## src/hw/reader_regs.svh

```systemverilog
/*
 * register offsets, field positions, reset values and timing figures of the
 * reader status and read gate block.
 * assumes a byte-addressed plain register port, 8-bit address, 32-bit data.
 */
`ifndef READER_REGS_SVH
`define READER_REGS_SVH

`define RG_CTRL_OFS 8'h00
`define RG_NET_OFS 8'h04
`define RG_CMD_OFS 8'h08
`define RG_STATUS_OFS 8'h0c
`define RG_PULSE_OFS 8'h10
`define RG_CODE_OFS 8'h14
`define RG_SCAN_OFS 8'h18
`define RG_GOOD_OFS 8'h1c

`define CTRL_SERVICE 0
`define CTRL_WARNING 1
`define CTRL_ERROR 2
`define CTRL_SELFTEST 3
`define CTRL_SRC_LO 4
`define CTRL_SRC_HI 5
`define CTRL_DIR_LO 6
`define CTRL_DIR_HI 7
`define CTRL_OUTVAL_LO 8
`define CTRL_OUTVAL_HI 9
`define CTRL_OUTSEL_LO 10
`define CTRL_OUTSEL_HI 11

`define NET_IP_OK 0
`define NET_PROTO_OK 1
`define NET_MASTER_OK 2
`define NET_TIMEOUT 3
`define NET_DUP_IP 4

`define CMD_OPEN 0
`define CMD_CLOSE 1

`define CODE_I25_MAX_LO 16
`define CODE_I25_MAX_HI 23
`define CODE_I25 4'h0

`define CTRL_RESET 12'h000
`define NET_RESET 5'h00
`define PULSE_RESET 16'h0064
`define CODE_EN_RESET 16'hffff
`define I25_MAX_RESET 8'h0a

`define CLK_HZ 10000000
`define SCAN_PER_S 1000
`define SCAN_PERIOD_US 1000
`define MS_CYCLES (`SCAN_PERIOD_US * (`CLK_HZ / 1000000))
`define FLASH_HALF_MS 500
`define STARTUP_STEP_MS 1000

`endif

```

## src/hw/reader_pkg.sv

```systemverilog
/*
 * types shared by the reader status and read gate block.
 * assumes nothing beyond a SystemVerilog compiler.
 */
package reader_pkg;
  typedef enum logic [1:0] {DISP_STARTUP, DISP_DESIGNATION, DISP_RESULT} display_e;
  typedef enum logic [1:0] {SRC_SWITCH, SRC_HOST, SRC_REFLECTOR} gate_src_e;
  typedef enum logic [1:0] {IND_NONE, IND_BLANK_GOOD, IND_BLANK_BAD, IND_RED_BAD} ind_e;
endpackage

```

## src/hw/bit_sync.sv

```systemverilog
/*
 * two-stage synchroniser, one lane per bit.
 * assumes asynchronous inputs; the first stage feeds only the second.
 */
`timescale 1ns/1ns
module bit_sync #(
  parameter int W = 2
) (
  input wire logic clock,
  input wire logic nrst,
  input wire logic ce,
  input wire logic [W-1:0] din,
  output logic [W-1:0] dout
);
  typedef struct packed {
    logic [W-1:0] meta;
    logic [W-1:0] stable;
  } sync_s;
  sync_s s_reg;
  sync_s s_next;

  always_comb begin
    s_next = s_reg;
    if (ce) begin
      s_next.meta = din;
      s_next.stable = s_reg.meta;
    end
  end

  // one register process keeps the whole state under a single driver
  always_ff @(posedge clock or negedge nrst) begin
    if (!nrst) begin
      s_reg <= '0;
    end else begin
      s_reg <= s_next;
    end
  end

  assign dout = s_reg.stable;
endmodule

```

## src/hw/tick_divider.sv

```systemverilog
/*
 * free running divider giving a one-cycle tick every PERIOD enabled cycles.
 * assumes PERIOD of at least one and below 2**W.
 */
`timescale 1ns/1ns
module tick_divider #(
  parameter int PERIOD = 10000,
  parameter int W = 16
) (
  input wire logic clock,
  input wire logic nrst,
  input wire logic ce,
  output logic tick
);
  typedef struct packed {
    logic [W-1:0] cnt;
    logic tick;
  } div_s;
  div_s s_reg;
  div_s s_next;

  always_comb begin
    s_next = s_reg;
    if (ce) begin
      s_next.tick = 1'b0;
      if (s_reg.cnt == W'(PERIOD - 1)) begin
        s_next.cnt = '0;
        s_next.tick = 1'b1;
      end else begin
        s_next.cnt = s_reg.cnt + W'(1);
      end
    end
  end

  always_ff @(posedge clock or negedge nrst) begin
    if (!nrst) begin
      s_reg <= '0;
    end else begin
      s_reg <= s_next;
    end
  end

  assign tick = s_reg.tick;
endmodule

```

## src/hw/reader_status_gate.sv

```systemverilog
/*
 * status lamps, display sequence and reading gate of a bar code reader.
 * assumes a decoder on the same clock reporting each decoded code with a
 * one-cycle strobe, and software on a plain register port holding the device
 * and network conditions.
 */
`timescale 1ns/1ns
`include "reader_regs.svh"
module reader_status_gate
  import reader_pkg::*;
#(
  parameter int MS_CYCLES = `MS_CYCLES,
  parameter int FLASH_HALF_MS = `FLASH_HALF_MS,
  parameter int STARTUP_STEP_MS = `STARTUP_STEP_MS
) (
  input wire logic clock,
  input wire logic nrst,
  input wire logic ce,
  input wire logic [7:0] addr,
  input wire logic [31:0] wdata,
  input wire logic wr,
  input wire logic rd,
  output logic [31:0] rdata,
  input wire logic [1:0] switchLineIn,
  output logic [1:0] switchLineOut,
  output logic [1:0] switchLineOe,
  input wire logic reflectorBlocked,
  input wire logic codeValid,
  input wire logic [3:0] codeType,
  input wire logic [7:0] codeLen,
  output logic decodeEnable,
  output logic scanTick,
  output logic resultValid,
  output logic [3:0] resultType,
  output logic [7:0] resultLen,
  output logic [1:0] displayScreen,
  output logic powerGreen,
  output logic powerRed,
  output logic netGreen,
  output logic netRed
);
  typedef struct packed {
    logic [11:0] ctrl;
    logic [4:0] net;
    logic [15:0] pulseLen;
    logic [15:0] codeEn;
    logic [7:0] i25Max;
    display_e disp;
    logic [15:0] stepCnt;
    logic [15:0] flashCnt;
    logic flashPh;
    logic gateOpen;
    logic goodSeen;
    ind_e ind;
    logic [15:0] indCnt;
    logic [15:0] scanCnt;
    logic [15:0] goodCnt;
    logic [1:0] swOut;
    logic [1:0] swOe;
    logic scanTick;
    logic resultValid;
    logic [3:0] resultType;
    logic [7:0] resultLen;
    logic [31:0] rdata;
    logic powerGreen;
    logic powerRed;
    logic netGreen;
    logic netRed;
  } state_s;

  state_s s_reg;
  state_s s_next;
  logic [1:0] swSync;
  logic msTick;

  bit_sync #(
    .W(2)
  ) u_sync (
    .clock(clock),
    .nrst(nrst),
    .ce(ce),
    .din(switchLineIn),
    .dout(swSync)
  );

  // one millisecond tick paces scanning, flashing and brief indications
  tick_divider #(
    .PERIOD(MS_CYCLES),
    .W(16)
  ) u_ms (
    .clock(clock),
    .nrst(nrst),
    .ce(ce),
    .tick(msTick)
  );

  always_comb begin
    logic hostOpen;
    logic hostClose;
    logic ready;
    logic want;
    logic accept;
    logic gateFlag;
    logic [1:0] isInput;
    logic [1:0] outVal;
    gate_src_e src;
    hostOpen = 1'b0;
    hostClose = 1'b0;
    ready = 1'b0;
    want = 1'b0;
    accept = 1'b0;
    gateFlag = 1'b0;
    isInput = 2'b00;
    outVal = 2'b00;
    src = SRC_SWITCH;
    s_next = s_reg;

    if (ce) begin
      s_next.resultValid = 1'b0;
      s_next.scanTick = 1'b0;
      s_next.rdata = '0;

      if (wr) begin
        case (addr)
          `RG_CTRL_OFS: begin
            s_next.ctrl = wdata[11:0];
          end
          `RG_NET_OFS: begin
            s_next.net = wdata[4:0];
          end
          `RG_CMD_OFS: begin
            hostOpen = wdata[`CMD_OPEN];
            hostClose = wdata[`CMD_CLOSE];
          end
          `RG_PULSE_OFS: begin
            s_next.pulseLen = wdata[15:0];
          end
          `RG_CODE_OFS: begin
            s_next.codeEn = wdata[15:0];
            s_next.i25Max = wdata[`CODE_I25_MAX_HI:`CODE_I25_MAX_LO];
          end
          default: begin
          end
        endcase
      end

      // display walks startup, designation, result on fixed steps
      if (msTick && s_reg.disp != DISP_RESULT) begin
        if (s_reg.stepCnt == 16'(STARTUP_STEP_MS - 1)) begin
          s_next.stepCnt = '0;
          s_next.disp = (s_reg.disp == DISP_STARTUP) ? DISP_DESIGNATION : DISP_RESULT;
        end else begin
          s_next.stepCnt = s_reg.stepCnt + 16'h0001;
        end
      end
      ready = (s_reg.disp == DISP_RESULT);

      if (msTick) begin
        if (s_reg.flashCnt == 16'(FLASH_HALF_MS - 1)) begin
          s_next.flashCnt = '0;
          s_next.flashPh = ~s_reg.flashPh;
        end else begin
          s_next.flashCnt = s_reg.flashCnt + 16'h0001;
        end
      end

      // gate source select; a line only triggers while set as input
      isInput = ~s_reg.ctrl[`CTRL_DIR_HI:`CTRL_DIR_LO];
      src = gate_src_e'(s_reg.ctrl[`CTRL_SRC_HI:`CTRL_SRC_LO]);
      case (src)
        SRC_SWITCH: begin
          want = |(swSync & isInput);
        end
        SRC_HOST: begin
          want = hostOpen ? 1'b1 : (hostClose ? 1'b0 : s_reg.gateOpen);
        end
        SRC_REFLECTOR: begin
          want = reflectorBlocked;
        end
        default: begin
          want = 1'b0;
        end
      endcase
      // no gate before the device is ready
      want = want & ready;
      s_next.gateOpen = want;

      accept = s_reg.gateOpen & codeValid & s_reg.codeEn[codeType]
        & ~((codeType == `CODE_I25) & (codeLen > s_reg.i25Max));

      if (want && !s_reg.gateOpen) begin
        s_next.goodSeen = 1'b0;
        s_next.scanCnt = '0;
      end

      if (msTick && s_reg.gateOpen) begin
        s_next.scanTick = 1'b1;
        s_next.scanCnt = s_reg.scanCnt + 16'h0001;
      end

      // brief indications count down in milliseconds
      if (msTick && s_reg.ind != IND_NONE) begin
        if (s_reg.indCnt <= 16'h0001) begin
          if (s_reg.ind == IND_BLANK_BAD) begin
            s_next.ind = IND_RED_BAD;
            s_next.indCnt = s_reg.pulseLen;
          end else begin
            s_next.ind = IND_NONE;
          end
        end else begin
          s_next.indCnt = s_reg.indCnt - 16'h0001;
        end
      end

      if (accept) begin
        s_next.resultValid = 1'b1;
        s_next.resultType = codeType;
        s_next.resultLen = codeLen;
        s_next.goodSeen = 1'b1;
        s_next.goodCnt = s_reg.goodCnt + 16'h0001;
        s_next.ind = IND_BLANK_GOOD;
        s_next.indCnt = s_reg.pulseLen;
      end else if (!want && s_reg.gateOpen && !s_reg.goodSeen) begin
        // gate closed with nothing decoded
        s_next.ind = IND_BLANK_BAD;
        s_next.indCnt = s_reg.pulseLen;
      end

      // output lines show a set level or the gate state
      gateFlag = s_reg.gateOpen;
      outVal = s_reg.ctrl[`CTRL_OUTVAL_HI:`CTRL_OUTVAL_LO];
      for (int i = 0; i < 2; i++) begin
        s_next.swOut[i] = s_reg.ctrl[`CTRL_OUTSEL_LO + i] ? gateFlag : outVal[i];
      end
      s_next.swOe = ~isInput;

      // power lamp, error first, then warning, then service, then normal states
      if (s_reg.ctrl[`CTRL_ERROR]) begin
        s_next.powerGreen = 1'b0;
        s_next.powerRed = 1'b1;
      end else if (s_reg.ctrl[`CTRL_WARNING]) begin
        s_next.powerGreen = 1'b0;
        s_next.powerRed = s_reg.flashPh;
      end else if (s_reg.ctrl[`CTRL_SERVICE]) begin
        s_next.powerGreen = 1'b1;
        s_next.powerRed = 1'b1;
      end else if (!ready) begin
        s_next.powerGreen = s_reg.flashPh;
        s_next.powerRed = 1'b0;
      end else begin
        case (s_reg.ind)
          IND_BLANK_GOOD, IND_BLANK_BAD: begin
            s_next.powerGreen = 1'b0;
            s_next.powerRed = 1'b0;
          end
          IND_RED_BAD: begin
            s_next.powerGreen = 1'b0;
            s_next.powerRed = 1'b1;
          end
          default: begin
            s_next.powerGreen = 1'b1;
            s_next.powerRed = 1'b0;
          end
        endcase
      end

      // network lamp
      if (s_reg.ctrl[`CTRL_SELFTEST]) begin
        s_next.netGreen = s_reg.flashPh;
        s_next.netRed = ~s_reg.flashPh;
      end else if (!s_reg.net[`NET_IP_OK]) begin
        s_next.netGreen = 1'b0;
        s_next.netRed = 1'b0;
      end else if (s_reg.net[`NET_DUP_IP]) begin
        s_next.netGreen = 1'b0;
        s_next.netRed = 1'b1;
      end else if (s_reg.net[`NET_TIMEOUT]) begin
        s_next.netGreen = 1'b0;
        s_next.netRed = s_reg.flashPh;
      end else if (!s_reg.net[`NET_PROTO_OK] || !s_reg.net[`NET_MASTER_OK]) begin
        s_next.netGreen = s_reg.flashPh;
        s_next.netRed = 1'b0;
      end else begin
        s_next.netGreen = 1'b1;
        s_next.netRed = 1'b0;
      end

      if (rd) begin
        case (addr)
          `RG_CTRL_OFS: begin
            s_next.rdata = {20'h00000, s_reg.ctrl};
          end
          `RG_NET_OFS: begin
            s_next.rdata = {27'h0000000, s_reg.net};
          end
          `RG_STATUS_OFS: begin
            s_next.rdata = {18'h00000, s_reg.netRed, s_reg.netGreen, s_reg.powerRed, s_reg.powerGreen,
              swSync, s_reg.ind, s_reg.disp, 1'b0, s_reg.goodSeen, ready, s_reg.gateOpen};
          end
          `RG_PULSE_OFS: begin
            s_next.rdata = {16'h0000, s_reg.pulseLen};
          end
          `RG_CODE_OFS: begin
            s_next.rdata = {8'h00, s_reg.i25Max, s_reg.codeEn};
          end
          `RG_SCAN_OFS: begin
            s_next.rdata = {16'h0000, s_reg.scanCnt};
          end
          `RG_GOOD_OFS: begin
            s_next.rdata = {16'h0000, s_reg.goodCnt};
          end
          default: begin
            s_next.rdata = '0;
          end
        endcase
      end
    end
  end

  always_ff @(posedge clock or negedge nrst) begin
    if (!nrst) begin
      s_reg <= '0;
      s_reg.ctrl <= `CTRL_RESET;
      s_reg.net <= `NET_RESET;
      s_reg.pulseLen <= `PULSE_RESET;
      s_reg.codeEn <= `CODE_EN_RESET;
      s_reg.i25Max <= `I25_MAX_RESET;
      s_reg.disp <= DISP_STARTUP;
      s_reg.ind <= IND_NONE;
    end else begin
      s_reg <= s_next;
    end
  end

  assign rdata = s_reg.rdata;
  assign switchLineOut = s_reg.swOut;
  assign switchLineOe = s_reg.swOe;
  assign decodeEnable = s_reg.gateOpen;
  assign scanTick = s_reg.scanTick;
  assign resultValid = s_reg.resultValid;
  assign resultType = s_reg.resultType;
  assign resultLen = s_reg.resultLen;
  assign displayScreen = s_reg.disp;
  assign powerGreen = s_reg.powerGreen;
  assign powerRed = s_reg.powerRed;
  assign netGreen = s_reg.netGreen;
  assign netRed = s_reg.netRed;
endmodule

```

## config.mk

```make
export PLATFORM = sky130hd
export DESIGN_NAME = reader_status_gate
export DESIGN_NICKNAME = d
export VERILOG_FILES = /design/src/hw/reader_pkg.sv /design/src/hw/bit_sync.sv /design/src/hw/tick_divider.sv /design/src/hw/reader_status_gate.sv
export VERILOG_INCLUDE_DIRS = /design/src /design/src/hw
export SDC_FILE = /design/constraint.sdc
export NUM_CORES = 1
export LEC_CHECK = 0
export ABC_CLOCK_PERIOD_IN_PS = 3240
export BUFFER_PORTS_ARGS = -buffer_cell sky130_fd_sc_hd__buf_2
export CAP_MARGIN = 20
export CORE_ASPECT_RATIO = 0.5
export CORE_MARGIN = 1.5
export CORE_UTILIZATION = 40
export CTS_CLUSTER_SIZE = 16
export DETAILED_ROUTE_END_ITERATION = 7
export PLACE_DENSITY = 0.63
export SETUP_SLACK_MARGIN = 0.1
export SYNTH_ARGS = -nofsm -noshare
export SYNTH_HDL_FRONTEND = slang
export SYNTH_HIERARCHICAL = 1
export SYNTH_SLANG_ARGS = --single-unit
export TNS_END_PERCENT = 5
```

## constraint.sdc

```tcl
create_clock -name clock -period 3.24 [get_ports clock]
set_clock_uncertainty 0.1 [all_clocks]
set_input_delay 0.324 -clock clock [delete_from_list [all_inputs] [get_ports clock]]
set_output_delay 0.324 -clock clock [all_outputs]
set_load 0.01 [all_outputs]
```

==> impl_table.tex <==
\begin{tabular}{lr}
\hline
Metric & Value \\
\hline
\multicolumn{2}{l}{\textbf{Run status}} \\
\quad Result of the run & finished, final reports clean \\
\multicolumn{2}{l}{\textbf{Power}} \\
\quad Standby leakage power & 5.759 nW \\
\quad PwrDens & about 460 nW/um\^{}2 \\
\quad Switch share & 0.2399 \\
\quad Share of power burned in combinational logic & 0.076 \\
\quad Overall power of the completed layout & around 5.7 mW \\
\quad Portion of total power attributed to sequential cells & 0.500 \\
\quad Max IR drop VDD & between 0.2 and 0.3 mV \\
\quad Total internal power & 4.296 mW \\
\quad Switch Pwr & around 1.4 mW \\
\quad Portion of total power attributed to the clock network & 0.424 \\
\multicolumn{2}{l}{\textbf{Placement}} \\
\quad HPWL after detailed placement & slightly below 20000 um \\
\quad Pre-CTS setup slack & 0.1657 ns \\
\quad Routability congestion estimate & 0.8742 \\
\quad Port buffer count & $\sim$100 \\
\multicolumn{2}{l}{\textbf{Clock network}} \\
\quad Maximum level of the CTS H-tree & 1 \\
\quad Max Buffers Root-to-Sink & 3 \\
\quad Clock buffer count from CTS & 21 \\
\quad Total number of clock tree sinks & between 200 and 250 \\
\quad Clock tree from TritonCTS & yes \\
\quad Clock edge transition at the registers on the reported setup and hold paths & approximately 0.060 ns \\
\quad Root Buffer & sky130\_fd\_sc\_hd\_\_clkbuf\_16 \\
\quad Number of setup buffers added after CTS & 0 \\
\quad Worst-skew pair later-pin latency & about 0.51 ns \\
\multicolumn{2}{l}{\textbf{Setup path}} \\
\quad Endpoint of the worst-slack reg-to-reg timing path & s\_reg[95]\$\_DFFE\_PN0P\_ \\
\quad Launch instance of the worst register-to-register path & s\_reg[144]\$\_DFFE\_PN1P\_ \\
\quad Worst reg-to-reg setup slack & 0.25 ns \\
\quad Crit. End Element & flop \\
\quad Data required, critical path & around 3.5 ns \\
\quad CP Max Fanout & 18 \\
\quad Arrival time at the worst endpoint & about 3.3 ns \\
\quad Sort of element at the start of the critical path & flop \\
\quad Critical setup path kind & reg2reg \\
\quad Reg2Reg Depth & 10 \\
\multicolumn{2}{l}{\textbf{Worst hold path}} \\
\quad Min-Delay Endpoint & resultType[1]\$\_DFFE\_PN0P\_ \\
\quad Worst Hold Class & in2reg \\
\quad Worst Hold Path Cells & 2 \\
\quad Hold wc startpoint & codeType[1] \\
\multicolumn{2}{l}{\textbf{Timing}} \\
\quad Final sum of negative setup slack & 0 ns \\
\quad Hold Worst Slack & between 0.02 and 0.025 ns \\
\quad Pin slew with the least headroom to its limit & 0.8923 ns \\
\quad Period utilisation layout & 0.9241 \\
\quad Setup violations, final & 0 \\
\quad Achievable clock frequency & 334.0 MHz \\
\quad Rel. slew slack & 0.4006 \\
\quad Shortest period the worst path allows & between 2 and 3 ns \\
\quad Final max-slew violation count & 0 \\
\quad Post-route worst setup slack & around 0.25 ns \\
\quad Final hold violation count & 0 \\
\quad RSZ-0062 raised after global routing & false \\
\multicolumn{2}{l}{\textbf{Synthesis}} \\
\quad Post-Syn Instances & 974 \\
\quad Cell types occupying the most area after synthesis & sky130\_fd\_sc\_hd\_\_dfrtp\_1, sky130\_fd\_sc\_hd\_\_mux2\_2, sky130\_fd\_sc\_hd\_\_dfstp\_2 \\
\quad Post-Synthesis Cell Area & roughly 11000 um\^{}2 \\
\quad Multiplexer area fraction after synthesis & 0.1384 \\
\quad Area share of and/or/nand/nor cells after synthesis & 0.1407 \\
\quad Compound-Gate Fraction of Synth Area & 0.1080 \\
\quad Post-synthesis share of cell area spent on xor and xnor gates & 0.04268 \\
\quad Number of enable-type register cells in the synthesized netlist & 0 \\
\quad Sequential cell area fraction in the yosys report & 0.4879 \\
\quad Synth Area in Adders & 0.01726 \\
\quad Share of the synthesized area in the top cell type & 0.4371 \\
\quad Most used flip-flop cell after synthesis & sky130\_fd\_sc\_hd\_\_dfrtp\_1 \\
\quad Fraction of registers with async set or reset after synthesis & 1.000 \\
\quad Distinct cell type count after synthesis & a little over 70 \\
\quad Most common cell in the netlist & sky130\_fd\_sc\_hd\_\_dfrtp\_1 \\
\quad Ys Warns & 6 \\
\quad Area leader, netlist & sky130\_fd\_sc\_hd\_\_dfrtp\_1 \\
\quad Synthesized flop and latch total & roughly 210 \\
\quad Most numerous cell types in the synthesized netlist & sky130\_fd\_sc\_hd\_\_dfrtp\_1, sky130\_fd\_sc\_hd\_\_mux2\_2, sky130\_fd\_sc\_hd\_\_nand2\_1 \\
\quad Largest family of logic cells by synthesized area & simple AND/OR/NAND/NOR gates \\
\quad Synthesized area per cell & 11.17 um\^{}2 \\
\multicolumn{2}{l}{\textbf{Routing}} \\
\quad Detailed-route wire length per cell & roughly 19 um \\
\quad Vias per cell & between 5 and 6 \\
\quad Sum of routed wire length over all layers & 27430 um \\
\quad Number of vias in the routed layout & 7856 \\
\quad Detailed Route Iter0 Violations & between 600 and 700 \\
\quad DRT antenna net count & 0 \\
\quad Detailed Routing Iterations Pass 1 & 5 \\
\quad DRC violations left & 0 \\
\multicolumn{2}{l}{\textbf{Floorplan}} \\
\quad Die Height & approximately 120 um \\
\quad Floorplan die area & about 28000 um\^{}2 \\
\quad Initial standard-cell utilization of the core & 0.4090 \\
\quad Core Region & 26590 um\^{}2 \\
\quad Die boundary width & 236.2 um \\
\quad Top-Level Pins & 118 \\
\quad Number of rows created at floorplan & 42 \\
\multicolumn{2}{l}{\textbf{Finish}} \\
\quad Flip-flop count of the largest register, all copies and words added & about 140 \\
\quad Number of nets at the end of the flow & around 1100 \\
\quad Final core occ & 0.4639 \\
\quad Area growth, synth to finish & 13.40\% \\
\quad Number of filler instances in the final layout & $\sim$2500 \\
\quad Count of inserted antenna diode cells & 0 \\
\quad Fraction of final layout cells sized beyond drive strength 1 & 0.2711 \\
\multicolumn{2}{l}{\textbf{Global routing}} \\
\quad Largest net degree at the start of global routing & between 100 and 150 \\
\quad Initial antenna violation count & 0 \\
\quad GRT Resource Usage Total & 0.1961 \\
\quad Grt total ovfl & 0 \\
\quad Number of global-route vias before repair & between 7000 and 8000 \\
\quad Global-route wire length before repair & 43770 um \\
\multicolumn{2}{l}{\textbf{Job}} \\
\quad Number of violations of the max-capacitance limit & 0 \\
\hline
\end{tabular}
[layout make-up]
| cell class | count | area (um^2) | share of cell area |
|---|---|---|---|
| sequential | 211 | 5306 | 0.4302 |
| clock inverter | 2 | 35.03 | 0.002840 |
| multi-input combinational | 648 | 4908 | 0.3980 |
| timing repair buffer | 145 | 922.1 | 0.07476 |
| tap | 352 | 440.4 | 0.03571 |
| clock buffer | 33 | 620.6 | 0.05031 |
| inverter | 27 | 101.3 | 0.008217 |
[worst max-delay path by stage]
| stage | start | to | slack, ns | depth (start not counted) |
|---|---|---|---|---|
| finish | s_reg[144]$_DFFE_PN1P_ | s_reg[95]$_DFFE_PN0P_ | 0.25 | 10 |
| global placement | addr[0] | s_reg[192]$_DFFE_PN0P_ | 0.24 | 6 |
| global route | s_reg[144]$_DFFE_PN1P_ | s_reg[95]$_DFFE_PN0P_ | 0.11 | 10 |
| detailed placement | addr[0] | s_reg[189]$_DFFE_PN0P_ | 0.17 | 6 |
| CTS | s_reg[144]$_DFFE_PN1P_ | s_reg[91]$_DFFE_PN0P_ | 0.20 | 10 |
| floorplan | s_reg[144]$_DFFE_PN1P_ | s_reg[101]$_DFFE_PN0P_ | 0.63 | 11 |
[power by group through the flow]
stage / logic (mW) / registers, mW / clock network [mW]
after CTS: 0.436 / 2.83 / 2.45
after floorplan: 0.259 / 2.85 / 0
after global placement: 0.400 / 2.87 / 0
after detailed placement: 0.414 / 2.87 / 0
final: 0.429 / 2.83 / 2.39
after global routing: 0.477 / 2.84 / 2.55
[critical path: stages, from the launching register on]
cell and delay, ns:
sky130_fd_sc_hd__dfstp_2 0.55, sky130_fd_sc_hd__inv_1 0.05, sky130_fd_sc_hd__ha_1 0.30, sky130_fd_sc_hd__and4_1 0.23, sky130_fd_sc_hd__nand2_1 0.06, sky130_fd_sc_hd__and3_1 0.21
sky130_fd_sc_hd__or4_1 0.50, sky130_fd_sc_hd__buf_4 0.20, sky130_fd_sc_hd__nand3_2 0.28, sky130_fd_sc_hd__o21ai_1 0.12, sky130_fd_sc_hd__a22o_1 0.25
[what timing repair did]
item	in CTS	in global routing
hold buffers	21	0
endpoints found under the setup margin	0	14
gates resized for setup	0	1
hold endpoints to repair	214	0
[cell families after synthesis]
group,after synthesis
AND/OR/NAND/NOR,286
flip-flops,211
AO/OA/AOI/OAI,167
buffers and inverters,122
multiplexers,119
XOR/XNOR,53
adder cells (fa/ha/maj),15
other,1
[placed cells by master, fill, tap and decap left out, drive strengths merged, types with 7 or more instances in the layout]
cell,count
dfrtp,190
buf,123
mux2,81
nand2,65
nor2,56
o21ai,37
clkbuf,34
nand3,33
xor2,29
inv,27
a21oi,27
o2bb2ai,25
xnor2,24
nor3,23
and3,22
a22o,21
mux2i,21
dlygate4sd3,21
dfstp,21
nand4,18
mux4,17
a31oi,16
ha,15
nor4,11
and2,9
nor2b,8
or3,8
conb,8
and4,7
a22oi,7
[layer usage]
layer,share of wire,GRT usage,vias up,routed length (um)
li1,-,-,3643,-
met1,0.45,0.2735,3941,12260
met2,0.46,0.3081,223,12610
met3,0.060,0.03842,49,1657
met4,0.033,0.06450,0,898
met5,0,0,-,0
[per-stage QoR]
step	instance area [um^2]	instances
final	12330	1418
after global routing	12330	1418
after CTS	12330	1418
after global placement	11460	1362
after floorplan	10900	981
after detailed placement	11460	1362
(Power assumes the default switching activity.)
